==> config.mk <==
export PLATFORM = sky130hd
export DESIGN_NAME = pfi_flags
export DESIGN_NICKNAME = d
export VERILOG_FILES = /design/src/design/pfi_pkg.sv /design/src/design/pfi_flag_cell.sv /design/src/design/pfi_flags.sv
export SDC_FILE = /design/constraint.sdc
export NUM_CORES = 1
export LEC_CHECK = 0
export BUFFER_PORTS_ARGS = -buffer_cell sky130_fd_sc_hd__buf_4
export CAP_MARGIN = 5
export CELL_PAD_IN_SITES_DETAIL_PLACEMENT = 0
export CELL_PAD_IN_SITES_GLOBAL_PLACEMENT = 2
export CORE_MARGIN = 5
export CORE_UTILIZATION = 31
export DETAILED_ROUTE_END_ITERATION = 8
export GPL_TIMING_DRIVEN = 1
export PLACE_DENSITY = 0.85
export RECOVER_POWER = 25
export REMOVE_ABC_BUFFERS = 1
export SYNTH_ARGS = -nofsm -noshare
export SYNTH_HDL_FRONTEND = slang
export SYNTH_SLANG_ARGS = --single-unit
==> constraint.sdc <==
create_clock -name pclk -period 2.2 [get_ports pclk]
set_clock_uncertainty 0.1 [all_clocks]
set_input_delay 0.33 -clock pclk [delete_from_list [all_inputs] [get_ports pclk]]
set_output_delay 0.33 -clock pclk [all_outputs]
set_load 0.005 [all_outputs]
==> src/design/pfi_pkg.sv <==
// Package with register map, field positions, reset values and carrier types.
package pfi_pkg;

  // ==========================================================================
  // Register byte addresses
  localparam logic [7:0] ADDR_CTRL = 8'h00;
  localparam logic [7:0] ADDR_PERIOD = 8'h04;
  localparam logic [7:0] ADDR_TIMER = 8'h08;
  localparam logic [7:0] ADDR_FLAGS_TWO = 8'h10;
  localparam logic [7:0] ADDR_FLAGS_ONE = 8'h14;
  localparam logic [7:0] ADDR_ENABLE_ONE = 8'h18;
  localparam logic [7:0] ADDR_ENABLE_TWO = 8'h1C;

  // ==========================================================================
  // Control register fields
  localparam int CTRL_WIDE_BIT = 0;
  localparam int CTRL_RUN_BIT = 1;

  // ==========================================================================
  // Bit positions of the first flag register
  localparam int FO_TIMER = 4;
  localparam int FO_CAP2 = 3;
  localparam int FO_CAP1 = 2;
  localparam int FO_TX1 = 1;
  localparam int FO_RX1 = 0;

  // ==========================================================================
  // Bit positions of the second flag register
  localparam int FT_SYNC = 7;
  localparam int FT_BCL = 6;
  localparam int FT_CONV = 5;
  localparam int FT_UNUSED = 4;
  localparam int FT_CAP4 = 3;
  localparam int FT_CAP3 = 2;
  localparam int FT_TX2 = 1;
  localparam int FT_RX2 = 0;

  // ==========================================================================
  // Reset values and timing
  localparam logic [7:0] RST_CTRL = 8'h00;
  localparam logic [15:0] RST_PERIOD = 16'h00FF;
  localparam logic [7:0] RST_ENABLE = 8'h00;
  localparam logic RST_FLAG = 1'b0;
  localparam logic RST_TX_EMPTY = 1'b1;
  localparam logic RST_RX_FULL = 1'b0;
  localparam logic [15:0] TIMER_TICK_DIV = 16'h0004;

  // ==========================================================================
  // Carrier types
  typedef struct packed {
    logic xfer_done;
    logic start_done;
    logic restart_done;
    logic ack_done;
    logic start_idle;
    logic stop_idle;
  } pfi_sync_events_t;

  typedef struct packed {
    logic one_tx_empty;
    logic one_rx_full;
    logic two_tx_empty;
    logic two_rx_full;
  } pfi_serial_status_t;

  typedef enum logic [1:0] {
    ST_IDLE = 2'b00,
    ST_ACCESS = 2'b01
  } pfi_apb_state_t;

endpackage : pfi_pkg

==> src/design/pfi_flag_cell.sv <==
// One sticky event flag with write-one-to-clear, where a set beats a clear.
module pfi_flag_cell #(
  parameter logic RESET_VAL = 1'b0
) (
  input wire logic pclk,
  input wire logic presetn,
  input wire logic set,
  input wire logic clear,
  output logic flag
);

  logic next_flag;

  // ==========================================================================
  // Next value
  always_comb begin
    next_flag = set | (flag & ~clear);
  end

  // ==========================================================================
  // Register
  always_ff @(posedge pclk or negedge presetn) begin
    if (!presetn) begin
      flag <= RESET_VAL;
    end else begin
      flag <= next_flag;
    end
  end

endmodule : pfi_flag_cell

==> src/design/pfi_flags.sv <==
// Peripheral interrupt flag block with APB register access and one interrupt.
//
// Functional notes
// Byte mode: timer wraps at period, sets flag.
// Wide mode: timer pair wraps at period pair.
// Second capture edge sets its flag.
// First capture edge sets its flag.
// First transmit flag mirrors buffer empty level.
// First receive flag mirrors buffer full level.
// Software clears sync port flag before return.
// Sync port events set the sync flag.
// Conversion done sets the converter flag.
// Second receive flag mirrors buffer full level.
// Second flag register at 10h, fixed order.
// Timer enable gates request, never the flag.
// Collision sets its flag; bit four reads zero.
//
// The implementer's own choice: register access over APB.
module pfi_flags #(
  parameter logic [15:0] TICK_DIV = pfi_pkg::TIMER_TICK_DIV
) (
  input wire logic pclk,
  input wire logic presetn,
  input wire logic psel,
  input wire logic penable,
  input wire logic pwrite,
  input wire logic [7:0] paddr,
  input wire logic [31:0] pwdata,
  output logic [31:0] prdata,
  output logic pready,
  output logic pslverr,
  input wire logic capture_one_pin,
  input wire logic capture_two_pin,
  input wire logic capture_three_pin,
  input wire logic capture_four_pin,
  input wire pfi_pkg::pfi_sync_events_t sync_events,
  input wire logic bus_collision_event,
  input wire logic converter_done_event,
  input wire pfi_pkg::pfi_serial_status_t serial_status,
  output logic irq
);
  import pfi_pkg::*;

  pfi_apb_state_t state;
  pfi_apb_state_t next_state;
  logic next_pready;
  logic next_pslverr;
  logic [31:0] next_prdata;
  logic setup;
  logic wr_en;
  logic [7:0] ctrl;
  logic [7:0] next_ctrl;
  logic [15:0] period;
  logic [15:0] next_period;
  logic [7:0] enable_one;
  logic [7:0] next_enable_one;
  logic [7:0] enable_two;
  logic [7:0] next_enable_two;
  logic [15:0] tick_cnt;
  logic [15:0] next_tick_cnt;
  logic tick;
  logic [7:0] timer_one;
  logic [7:0] next_timer_one;
  logic [7:0] timer_two;
  logic [7:0] next_timer_two;
  logic timer_roll;
  logic [3:0] cap_prev;
  logic [3:0] cap_rise;
  pfi_serial_status_t serial_q;
  logic [7:0] set_vec;
  logic [7:0] clr_vec;
  logic [7:0] sticky;
  logic [7:0] flags_one_view;
  logic [7:0] flags_two_view;
  logic next_irq;
  logic mapped;
  logic [7:0] rd_val;

  // ==========================================================================
  // APB slave: one access cycle, answer prepared in the setup cycle
  assign setup = (state == ST_IDLE) && psel && !penable;
  assign wr_en = (state == ST_ACCESS) && psel && penable && pwrite;

  always_comb begin
    mapped = 1'b1;
    rd_val = 8'h00;
    case (paddr)
      ADDR_CTRL: rd_val = ctrl;
      ADDR_PERIOD: rd_val = period[7:0];
      ADDR_TIMER: rd_val = timer_one;
      // Register decode order
      ADDR_FLAGS_TWO: rd_val = flags_two_view;
      ADDR_FLAGS_ONE: rd_val = flags_one_view;
      ADDR_ENABLE_ONE: rd_val = enable_one;
      ADDR_ENABLE_TWO: rd_val = enable_two;
      default: mapped = 1'b0;
    endcase
    next_state = setup ? ST_ACCESS : ST_IDLE;
    next_pready = setup;
    next_pslverr = setup && !mapped;
    next_prdata = 32'h0000_0000;
    if (setup && !pwrite) begin
      next_prdata[7:0] = rd_val;
      // Upper period and timer bytes share the word so a wide read is atomic.
      if (paddr == ADDR_PERIOD) begin
        next_prdata[15:8] = period[15:8];
      end
      if (paddr == ADDR_TIMER) begin
        next_prdata[15:8] = timer_two;
      end
    end
  end

  always_ff @(posedge pclk or negedge presetn) begin
    if (!presetn) begin
      state <= ST_IDLE;
      pready <= 1'b0;
      pslverr <= 1'b0;
      prdata <= 32'h0000_0000;
    end else begin
      state <= next_state;
      pready <= next_pready;
      pslverr <= next_pslverr;
      prdata <= next_prdata;
    end
  end

  // ==========================================================================
  // Software registers
  always_comb begin
    next_ctrl = ctrl;
    next_period = period;
    next_enable_one = enable_one;
    next_enable_two = enable_two;
    if (wr_en) begin
      case (paddr)
        ADDR_CTRL: next_ctrl = pwdata[7:0];
        ADDR_PERIOD: next_period = pwdata[15:0];
        ADDR_ENABLE_ONE: next_enable_one = pwdata[7:0];
        ADDR_ENABLE_TWO: next_enable_two = pwdata[7:0] & ~(8'h01 << FT_UNUSED);
        default: next_ctrl = ctrl;
      endcase
    end
  end

  always_ff @(posedge pclk or negedge presetn) begin
    if (!presetn) begin
      ctrl <= RST_CTRL;
      period <= RST_PERIOD;
      enable_one <= RST_ENABLE;
      enable_two <= RST_ENABLE;
    end else begin
      ctrl <= next_ctrl;
      period <= next_period;
      enable_one <= next_enable_one;
      enable_two <= next_enable_two;
    end
  end

  // ==========================================================================
  // Timer tick divider and timer pair
  assign tick = (tick_cnt == TICK_DIV - 16'h0001);

  always_comb begin
    next_tick_cnt = tick ? 16'h0000 : tick_cnt + 16'h0001;
    next_timer_one = timer_one;
    next_timer_two = timer_two;
    timer_roll = 1'b0;
    if (ctrl[CTRL_RUN_BIT] && tick) begin
      if (ctrl[CTRL_WIDE_BIT]) begin
        // Wide pair rollover
        if ({timer_two, timer_one} == period) begin
          {next_timer_two, next_timer_one} = 16'h0000;
          timer_roll = 1'b1;
        end else begin
          {next_timer_two, next_timer_one} = {timer_two, timer_one} + 16'h0001;
        end
      end else begin
        // Byte timer rollover
        if (timer_one == period[7:0]) begin
          next_timer_one = 8'h00;
          timer_roll = 1'b1;
        end else begin
          next_timer_one = timer_one + 8'h01;
        end
        // The second timer runs on its own period byte; no flag is set when it wraps.
        if (timer_two == period[15:8]) begin
          next_timer_two = 8'h00;
        end else begin
          next_timer_two = timer_two + 8'h01;
        end
      end
    end
  end

  always_ff @(posedge pclk or negedge presetn) begin
    if (!presetn) begin
      tick_cnt <= 16'h0000;
      timer_one <= 8'h00;
      timer_two <= 8'h00;
    end else begin
      tick_cnt <= next_tick_cnt;
      timer_one <= next_timer_one;
      timer_two <= next_timer_two;
    end
  end

  // ==========================================================================
  // Event capture and sticky flags
  always_ff @(posedge pclk or negedge presetn) begin
    if (!presetn) begin
      cap_prev <= 4'h0;
      serial_q <= '{RST_TX_EMPTY, RST_RX_FULL, RST_TX_EMPTY, RST_RX_FULL};
    end else begin
      cap_prev <= {capture_four_pin, capture_three_pin, capture_two_pin, capture_one_pin};
      serial_q <= serial_status;
    end
  end

  // Capture on rising edge
  assign cap_rise = {capture_four_pin, capture_three_pin, capture_two_pin, capture_one_pin}
                    & ~cap_prev;

  always_comb begin
    set_vec[0] = timer_roll;
    set_vec[1] = cap_rise[0];
    set_vec[2] = cap_rise[1];
    set_vec[3] = cap_rise[2];
    set_vec[4] = cap_rise[3];
    // Conversion done
    set_vec[5] = converter_done_event;
    // Collision event
    set_vec[6] = bus_collision_event;
    // Sync port events
    set_vec[7] = |sync_events;
    clr_vec[0] = wr_en && (paddr == ADDR_FLAGS_ONE) && pwdata[FO_TIMER];
    clr_vec[1] = wr_en && (paddr == ADDR_FLAGS_ONE) && pwdata[FO_CAP1];
    clr_vec[2] = wr_en && (paddr == ADDR_FLAGS_ONE) && pwdata[FO_CAP2];
    clr_vec[3] = wr_en && (paddr == ADDR_FLAGS_TWO) && pwdata[FT_CAP3];
    clr_vec[4] = wr_en && (paddr == ADDR_FLAGS_TWO) && pwdata[FT_CAP4];
    clr_vec[5] = wr_en && (paddr == ADDR_FLAGS_TWO) && pwdata[FT_CONV];
    clr_vec[6] = wr_en && (paddr == ADDR_FLAGS_TWO) && pwdata[FT_BCL];
    // Only software clears it
    clr_vec[7] = wr_en && (paddr == ADDR_FLAGS_TWO) && pwdata[FT_SYNC];
  end

  for (genvar i = 0; i < 8; i++) begin : g_flag
    pfi_flag_cell #(
      .RESET_VAL(RST_FLAG)
    ) u_cell (
      .pclk(pclk),
      .presetn(presetn),
      .set(set_vec[i]),
      .clear(clr_vec[i]),
      .flag(sticky[i])
    );
  end

  always_comb begin
    flags_one_view = 8'h00;
    flags_one_view[FO_TIMER] = sticky[0];
    flags_one_view[FO_CAP2] = sticky[2];
    flags_one_view[FO_CAP1] = sticky[1];
    // Hardware-driven levels
    flags_one_view[FO_TX1] = serial_q.one_tx_empty;
    flags_one_view[FO_RX1] = serial_q.one_rx_full;
    // Fixed order, bit four zero
    flags_two_view = 8'h00;
    flags_two_view[FT_SYNC] = sticky[7];
    flags_two_view[FT_BCL] = sticky[6];
    flags_two_view[FT_CONV] = sticky[5];
    flags_two_view[FT_CAP4] = sticky[4];
    flags_two_view[FT_CAP3] = sticky[3];
    flags_two_view[FT_TX2] = serial_q.two_tx_empty;
    // Second receive level
    flags_two_view[FT_RX2] = serial_q.two_rx_full;
  end

  // ==========================================================================
  // Interrupt output
  // Enable gates the request only
  assign next_irq = |(flags_one_view & enable_one) | |(flags_two_view & enable_two);

  always_ff @(posedge pclk or negedge presetn) begin
    if (!presetn) begin
      irq <= 1'b0;
    end else begin
      irq <= next_irq;
    end
  end
endmodule : pfi_flags

==> key figures, run 1 <==
Pwr
  • VDD IR max: 492 uV
  • Leakage Power: 3.14 nW
  • Total power: 0.00381 W
  • Cell Pwr Density: 567 mW/mm^2

Floorplanning
  • Die height: 140 um
  • Initial core utilization: 31.5%
  • I/O pin count: 96
  • Core region area: 0.0166 mm^2
  • Die width: between 100 and 150 um
  • # rows: 47
  • Die area: 0.0196 mm^2

Worst setup path
  • Crit-path leading delay family: simple AND/OR/NAND/NOR gates
  • Critical path's slowest cell: or4_1
  • Critical Path Max Stage Delay: 0.49 ns
  • Peak fanout along the critical path: 5
  • CP startpoint: tick_cnt[1]$_DFF_PN0_
  • Startpoint types: register
  • Worst Path Buf+Inv: 1
  • Crit path kind: register to register
  • CP Data Required Time: about 2.4 ns
  • Reg-to-Reg Start: tick_cnt[1]$_DFF_PN0_
  • Flop2flop setup slack: 0.12 ns
  • Critical Path, Cell by Cell: ha_1 > nor4b_4 > and4_1 > nand2_1 > buf_4 > or4_1 > o21ai_0
  • CP Capture Type: register
  • Worst EP arrival: 2.24 ns

Timing
  • Tcrit/Tclk final: between 90% and 100%
  • Minimum clock period: 2.08 ns
  • Final slew viol count: 0
  • Setup TNS: 0 ns
  • Worst-margin pin slew: 0.810 ns
  • Final setup violation count: 0
  • Max-slew headroom: 46.0%
  • Hold Fails Final Rpt: 0
  • Fmax achieved: a little under 0.5 GHz

Synthesis
  • Count leader, synth: dfrtp_1
  • Cell variety after synth: 59
  • Post-synth top area cell: dfrtp_1
  • Mapped Area: 0.00523 mm^2
  • Synth area leaders: dfrtp_1 (46%), mux2_2 (6.9%), dfstp_2 (5.0%), mux2_4 (2.9%), xnor2_1 (2.8%)
  • Post-synth EDFFs: 0
  • Syn_area_per_cell: around 11 um^2
  • Synthesis Warnings: 0
  • Syn Inst Count: 465
  • Ys flop type: dfrtp_1
  • Most frequent cells after synthesis: dfrtp_1 (96), nand2_1 (34), nor2_1 (33), mux2_2 (32), xnor2_1 (17)
  • Ys async rst share: between 90% and 100%
  • Synth top area share: 46.0%
  • Synth Register Bits: between 100 and 150
  • Sequential fraction of the synthesis area: between 50% and 60%

Routing
  • 1st-iter DRT viols: approximately 250
  • DRC: 0
  • Drt pass-1 iters: 5
  • Remaining antenna violation count: 0
  • Vias: 3922
  • Via density: 4.90
  • Wire length per cell: 15.3 um
  • WL final: 12.3 mm

Cells and area
  • Layout cells sized above 1: a little over a third
  • # diodes: 0
  • Layout net count: 640
  • Area grow syn2layout: 28.6%
  • Post-route cell area: 0.00672 mm^2

Clock tree
  • CTS tree: yes
  • Root Driver: clkbuf_16
  • Clock Path Buffers: 2
  • Clk sinks: 106
  • Clk slew on worst S/H paths: 0.08 ns
  • Skew-Pair Late Insertion Delay: 0.35 ns
  • Htree depth: 3
  • CTS Buf Count: 9

Place
  • Port Buffer Count: 63
  • DP HPWL: 9.23 mm
  • Placer Congestion: between 0.8 and 0.9
  • Placed cell area: between 0.006 and 0.007 mm^2

Hold path
  • Worst min-delay path class: input pin to register
  • Hold_sp: converter_done_event

Global routing
  • Initial antenna violation count: 0
  • Largest net degree at the start of global routing: 55
  • Global Route Usage Sum: approximately 13%
  • Vias in the first global route: around 4000
  • First-pass GRT wire length: 20.5 mm
  • Overflow after GRT: 0

Outcome
  • Status: completed

Flow run
  • Max-Cap Viols: 0
## where the power goes
group	internal, W	switching, W	total (W)
Clock	0.000812	0.000808	0.00162
Sequential	0.00196	0.00000712	0.00197
Combinational	0.000104	0.000118	0.000222
Total	0.00288	0.000933	0.00381
## cells in the final DEF, fill, tap and decap left out, types with 4 or more instances in the layout
master           n
mux2_2          32
nor3_1           6
nand4_1          6
xor2_1          13
inv_1           11
o21ai_0         14
clkbuf_16        9
a22o_1          10
a211oi_1         6
a21oi_1          9
mux4_2           4
dfrtp_1         95
o31ai_1          4
mux2i_1          5
a31oi_1          4
a22oi_1         12
nand2_1         34
a21o_1           5
nor2b_1          5
nor2_1          33
buf_12           6
conb_1          16
mux2_4          10
buf_4          100
dfstp_2         10
xnor2_1         17
nand3_1         16
dlygate4sd3_1    9
nor4_2           4
and3_1           8
clkbuf_4         8
## routing by layer
layer	part of all wire [%]	vias up	wire [um]	global-route usage, %
met5	0	-	0	0
met4	0.62	0	76	3.21
met3	5.1	6	628	4.15
met2	46	99	5590	19.9
met1	49	1954	5990	17.8
li1	-	1863	-	-
## what timing repair did
item,CTS,global route
pin swaps,0,1
endpoints found under the setup margin,3,11
endpoints found under the hold margin,36,0
setup buffers,0,1
resized for setup,1,11
hold buffers,9,0
## registers in the layout (all words and copies together), names as in the netlist, 2 cells and up
register	cells
flags_two_view	2
timer_one	8
timer_two	8
flags_one_view	2
tick_cnt	16
cap_prev	4
g_flag.u_cell.flag	8
ctrl	8
enable_one	8
period	16
prdata	16
enable_two	7
## cell families after synthesis
logic type / Yosys count / share of synthesized area [%]
flip-flops: 106 / 51.0
AO/OA/AOI/OAI: 82 / 11.1
buffers and inverters: 50 / 5.27
AND/OR/NAND/NOR: 142 / 14.4
XOR/XNOR: 30 / 5.03
multiplexers: 51 / 12.5
other: 1 / 0.0718
adder cells (fa/ha/maj): 3 / 0.718
## area by class of cell
class | count | area, um^2
well taps | 220 | 275
clock buffers | 9 | 225
fillers | 1628 | 9860
multi-input cells | 324 | 2400
repair buffers | 124 | 1030
inverters | 11 | 41.3
flip-flops and latches | 106 | 2670
clock inverters | 7 | 83.8
## final timing paths
path,end,cells past startpoint
worst max register to register,timer_two[3]$_DFFE_PN0P_,7
max in group asynchronous,period[3]$_DFFE_PN1P_,3
worst min-delay path,g_flag[5].u_cell.flag$_DFF_PN0_,2
min in group asynchronous,period[11]$_DFFE_PN0P_,2
worst max-delay path,timer_two[3]$_DFFE_PN0P_,7
worst min register to register,g_flag[3].u_cell.flag$_DFF_PN0_,1
## worst reg2reg max path: stages (launching register included)
cell and delay (ns):
dfrtp_1 0.38, ha_1 0.19, nor4b_4 0.21, and4_1 0.24
nand2_1 0.10, buf_4 0.18, or4_1 0.49, o21ai_0 0.10
## metrics by stage
step	setup WS (ns)	std cells	hold WS, ns	util [%]
after floorplan	-0.0667	441	-0.0656	-
after global placement	-0.0612	775	0.189	37.7
after detailed placement	-0.0807	775	0.201	37.7
after CTS	0.0388	800	0.0292	40.2
after global routing	-0.0106	801	0.0279	40.5
final	0.121	801	0.0460	40.5
Note: power is estimated with default switching activity, not from simulation.
==> inputs of run 2 (changes only) <==
--- a/config.mk
+++ b/config.mk
@@ -7,15 +7,15 @@
 export LEC_CHECK = 0
 export BUFFER_PORTS_ARGS = -buffer_cell sky130_fd_sc_hd__buf_4
 export CAP_MARGIN = 5
-export CELL_PAD_IN_SITES_DETAIL_PLACEMENT = 0
-export CELL_PAD_IN_SITES_GLOBAL_PLACEMENT = 2
+export CELL_PAD_IN_SITES_DETAIL_PLACEMENT = 1
+export CELL_PAD_IN_SITES_GLOBAL_PLACEMENT = 1
 export CORE_MARGIN = 5
 export CORE_UTILIZATION = 31
 export DETAILED_ROUTE_END_ITERATION = 8
 export GPL_TIMING_DRIVEN = 1
-export PLACE_DENSITY = 0.85
+export HOLD_SLACK_MARGIN = 0.03
+export PLACE_DENSITY = 0.74
 export RECOVER_POWER = 25
-export REMOVE_ABC_BUFFERS = 1
 export SYNTH_ARGS = -nofsm -noshare
 export SYNTH_HDL_FRONTEND = slang
 export SYNTH_SLANG_ARGS = --single-unit
==> key figures, run 2 (synthesis results as in run 1) <==
Global routing
  • Initial antenna violation count: 0 (unchanged)
  • Largest net degree at the start of global routing: 49 (was 55)
  • First-pass GRT wire length: 23.7 mm (was 20.5 mm)
  • Global Route Usage Sum: 15.1% (was 12.9%)
  • Overflow after GRT: 0 (unchanged)
  • Vias in the first global route: 4469 (was 4046)

Timing
  • Final slew viol count: 0 (unchanged)
  • Max-slew headroom: 31.2% (was 46.0%)
  • Minimum clock period: 2.16 ns (was 2.08 ns)
  • Final setup violation count: 0 (unchanged)
  • Fin Hold WS: 0.0502 ns (was 0.0460 ns)
  • Tcrit/Tclk final: 98.2% (was 94.5%)
  • Worst-margin pin slew: 1.03 ns (was 0.810 ns)
  • Fmax achieved: 0.463 GHz (was 0.481 GHz)
  • RSZ-0062 raised after global routing: true
  • Setup TNS: 0 ns (unchanged)
  • Hold Fails Final Rpt: 0 (unchanged)

Floorplanning
  • Initial core utilization: 31.5% (unchanged)
  • # rows: 47 (unchanged)
  • I/O pin count: 96 (unchanged)
  • Die width: 140 um (unchanged)
  • Die area: 0.0196 mm^2 (unchanged)
  • Core region area: 0.0166 mm^2 (unchanged)
  • Die height: 140 um (unchanged)

Cells and area
  • Commonest non-fill, non-tap cells in the layout: buf_4 (97), dfrtp_1 (96), nor2_1 (33), nand2_1 (33), mux2_2 (32) (was buf_4 (100), dfrtp_1 (95), nand2_1 (34))
  • Post-route cell area: 0.00670 mm^2 (was 0.00672 mm^2)
  • # diodes: 0 (unchanged)
  • Area grow syn2layout: 28.2% (was 28.6%)
  • Largest regs: period (16), prdata (16), tick_cnt (16) (unchanged)
  • Most common cell after layout, fill and taps aside: buf_4 (unchanged)
  • Final core occ: 40.4% (was 40.5%)
  • Layout fillers: 1848 (was 1628)
  • Layout cells sized above 1: 35.2% (was 36.0%)
  • Layout net count: 639 (was 640)

Clock tree
  • Clk slew on worst S/H paths: 0.08 ns (about the same)
  • Htree depth: 3 (unchanged)
  • CTS Buf Count: 9 (unchanged)
  • Clk sinks: 106 (unchanged)
  • Clock Path Buffers: 2 (unchanged)
  • Root Driver: clkbuf_16 (unchanged)
  • Skew-Pair Late Insertion Delay: 0.37 ns (was 0.35 ns)
  • CTS tree: yes (unchanged)

Place
  • DP HPWL: 10.9 mm (was 9.23 mm)
  • Placer Congestion: 0.828 (was 0.836)
  • Port Buffer Count: 63 (unchanged)
  • Placed cell area: 0.00625 mm^2 (about the same)

Worst setup path
  • Flop2flop setup slack: 0.04 ns (was 0.12 ns)
  • Startpoint types: register (unchanged)
  • CP Data Required Time: 2.39 ns (was 2.36 ns)
  • CP Capture Type: register (unchanged)
  • Worst EP arrival: 2.35 ns (was 2.24 ns)
  • Crit path kind: register to register (unchanged)
  • Peak fanout along the critical path: 5 (unchanged)

Routing
  • Vias: 4052 (was 3922)
  • DRC: 0 (unchanged)
  • 1st-iter DRT viols: 158 (was 252)
  • WL final: 14.4 mm (was 12.3 mm)
  • Wire length per cell: 18.0 um (was 15.3 um)
  • Via density: 5.07 (was 4.90)
  • Remaining antenna violation count: 0 (unchanged)
  • Drt pass-1 iters: 4 (was 5)

Pwr
  • VDD IR max: 509 uV (was 492 uV)
  • Cell Pwr Density: 579 mW/mm^2 (was 567 mW/mm^2)
  • Leakage Power: 3.14 nW (about the same)
  • Total power: 0.00388 W (was 0.00381 W)

Flow run
  • Max-Cap Viols: 0 (unchanged)

Hold path
  • Worst min-delay path class: input pin to register (unchanged)

Outcome
  • Status: completed (unchanged)
-- run 2: cell count changes in the layout (fill, tap and decap cells not counted), sizes merged --
cell / before / now
buf: 106 / 103
clkbuf: 18 / 19
clkinv: 4 / 1
dlygate4sd3: 9 / 10
inv: 14 / 17
-- run 2: path summary, 6_finish.rpt --
path                                              endpoint                  start  cells past startpoint
max in group asynchronous            period[2]$_DFFE_PN1P_                presetn                      3
min                        g_flag[6].u_cell.flag$_DFF_PN0_    bus_collision_event                      2
max                               timer_two[2]$_DFFE_PN0P_  tick_cnt[0]$_DFF_PN0_                      7
max reg2reg                       timer_two[2]$_DFFE_PN0P_  tick_cnt[0]$_DFF_PN0_                      7
min in group asynchronous         timer_two[4]$_DFFE_PN0P_                presetn                      2
min reg2reg                g_flag[3].u_cell.flag$_DFF_PN0_  cap_prev[2]$_DFF_PN0_                      1
-- run 2: final cells by class --
cell class,count,area (um^2),area share [%]
Clock buffer,9,225,3.36
Sequential cell,106,2670,39.8
Inverter,11,41.3,0.616
Multi-Input combinational cell,324,2390,35.7
Clock inverter,7,83.8,1.25
Timing Repair Buffer,123,1010,15.1
Tap cell,220,275,4.11
-- run 2: metrics by stage --
stage | setup slack (ns) | instances
final | 0.0398 | 800
after global placement | -0.0267 | 774
after floorplan | 0.0372 | 480
after detailed placement | -0.0629 | 774
after CTS | 0.0192 | 800
after global routing | -0.0484 | 800
-- run 2: power breakdown --
| group | leakage [nW] | switching, W | internal [W] |
|---|---|---|---|
| Sequential | 1.39 | 0.00000748 | 0.00196 |
| Clock | 0.154 | 0.000851 | 0.000826 |
| Combinational | 1.60 | 0.000127 | 0.000104 |
| Total | 3.14 | 0.000985 | 0.00289 |
-- run 2: metal layers --
layer	GRT usage (%)	routed length, um	vias to the layer above
met5	0	0	-
met4	4.33	174	0
met3	3.95	566	14
met2	25.8	7400	78
met1	19.0	6270	2089
li1	-	-	1871
-- run 2: worst max-delay path: stages (launching register included) --
cell,delay (ns)
dfrtp_1,0.37
ha_2,0.22
nor4b_4,0.25
and4_1,0.26
nand2_2,0.10
buf_4,0.17
or4_1,0.51
o21ai_1,0.10
-- run 2: timing repair --
action / in CTS / in global routing
hold buffers: 10 / 0
setup buffers: 0 / 0
hold endpoints to repair: 35 / 0
pin swaps: 0 / 1
resized for setup: 4 / 8
setup endpoints to repair: 3 / 3
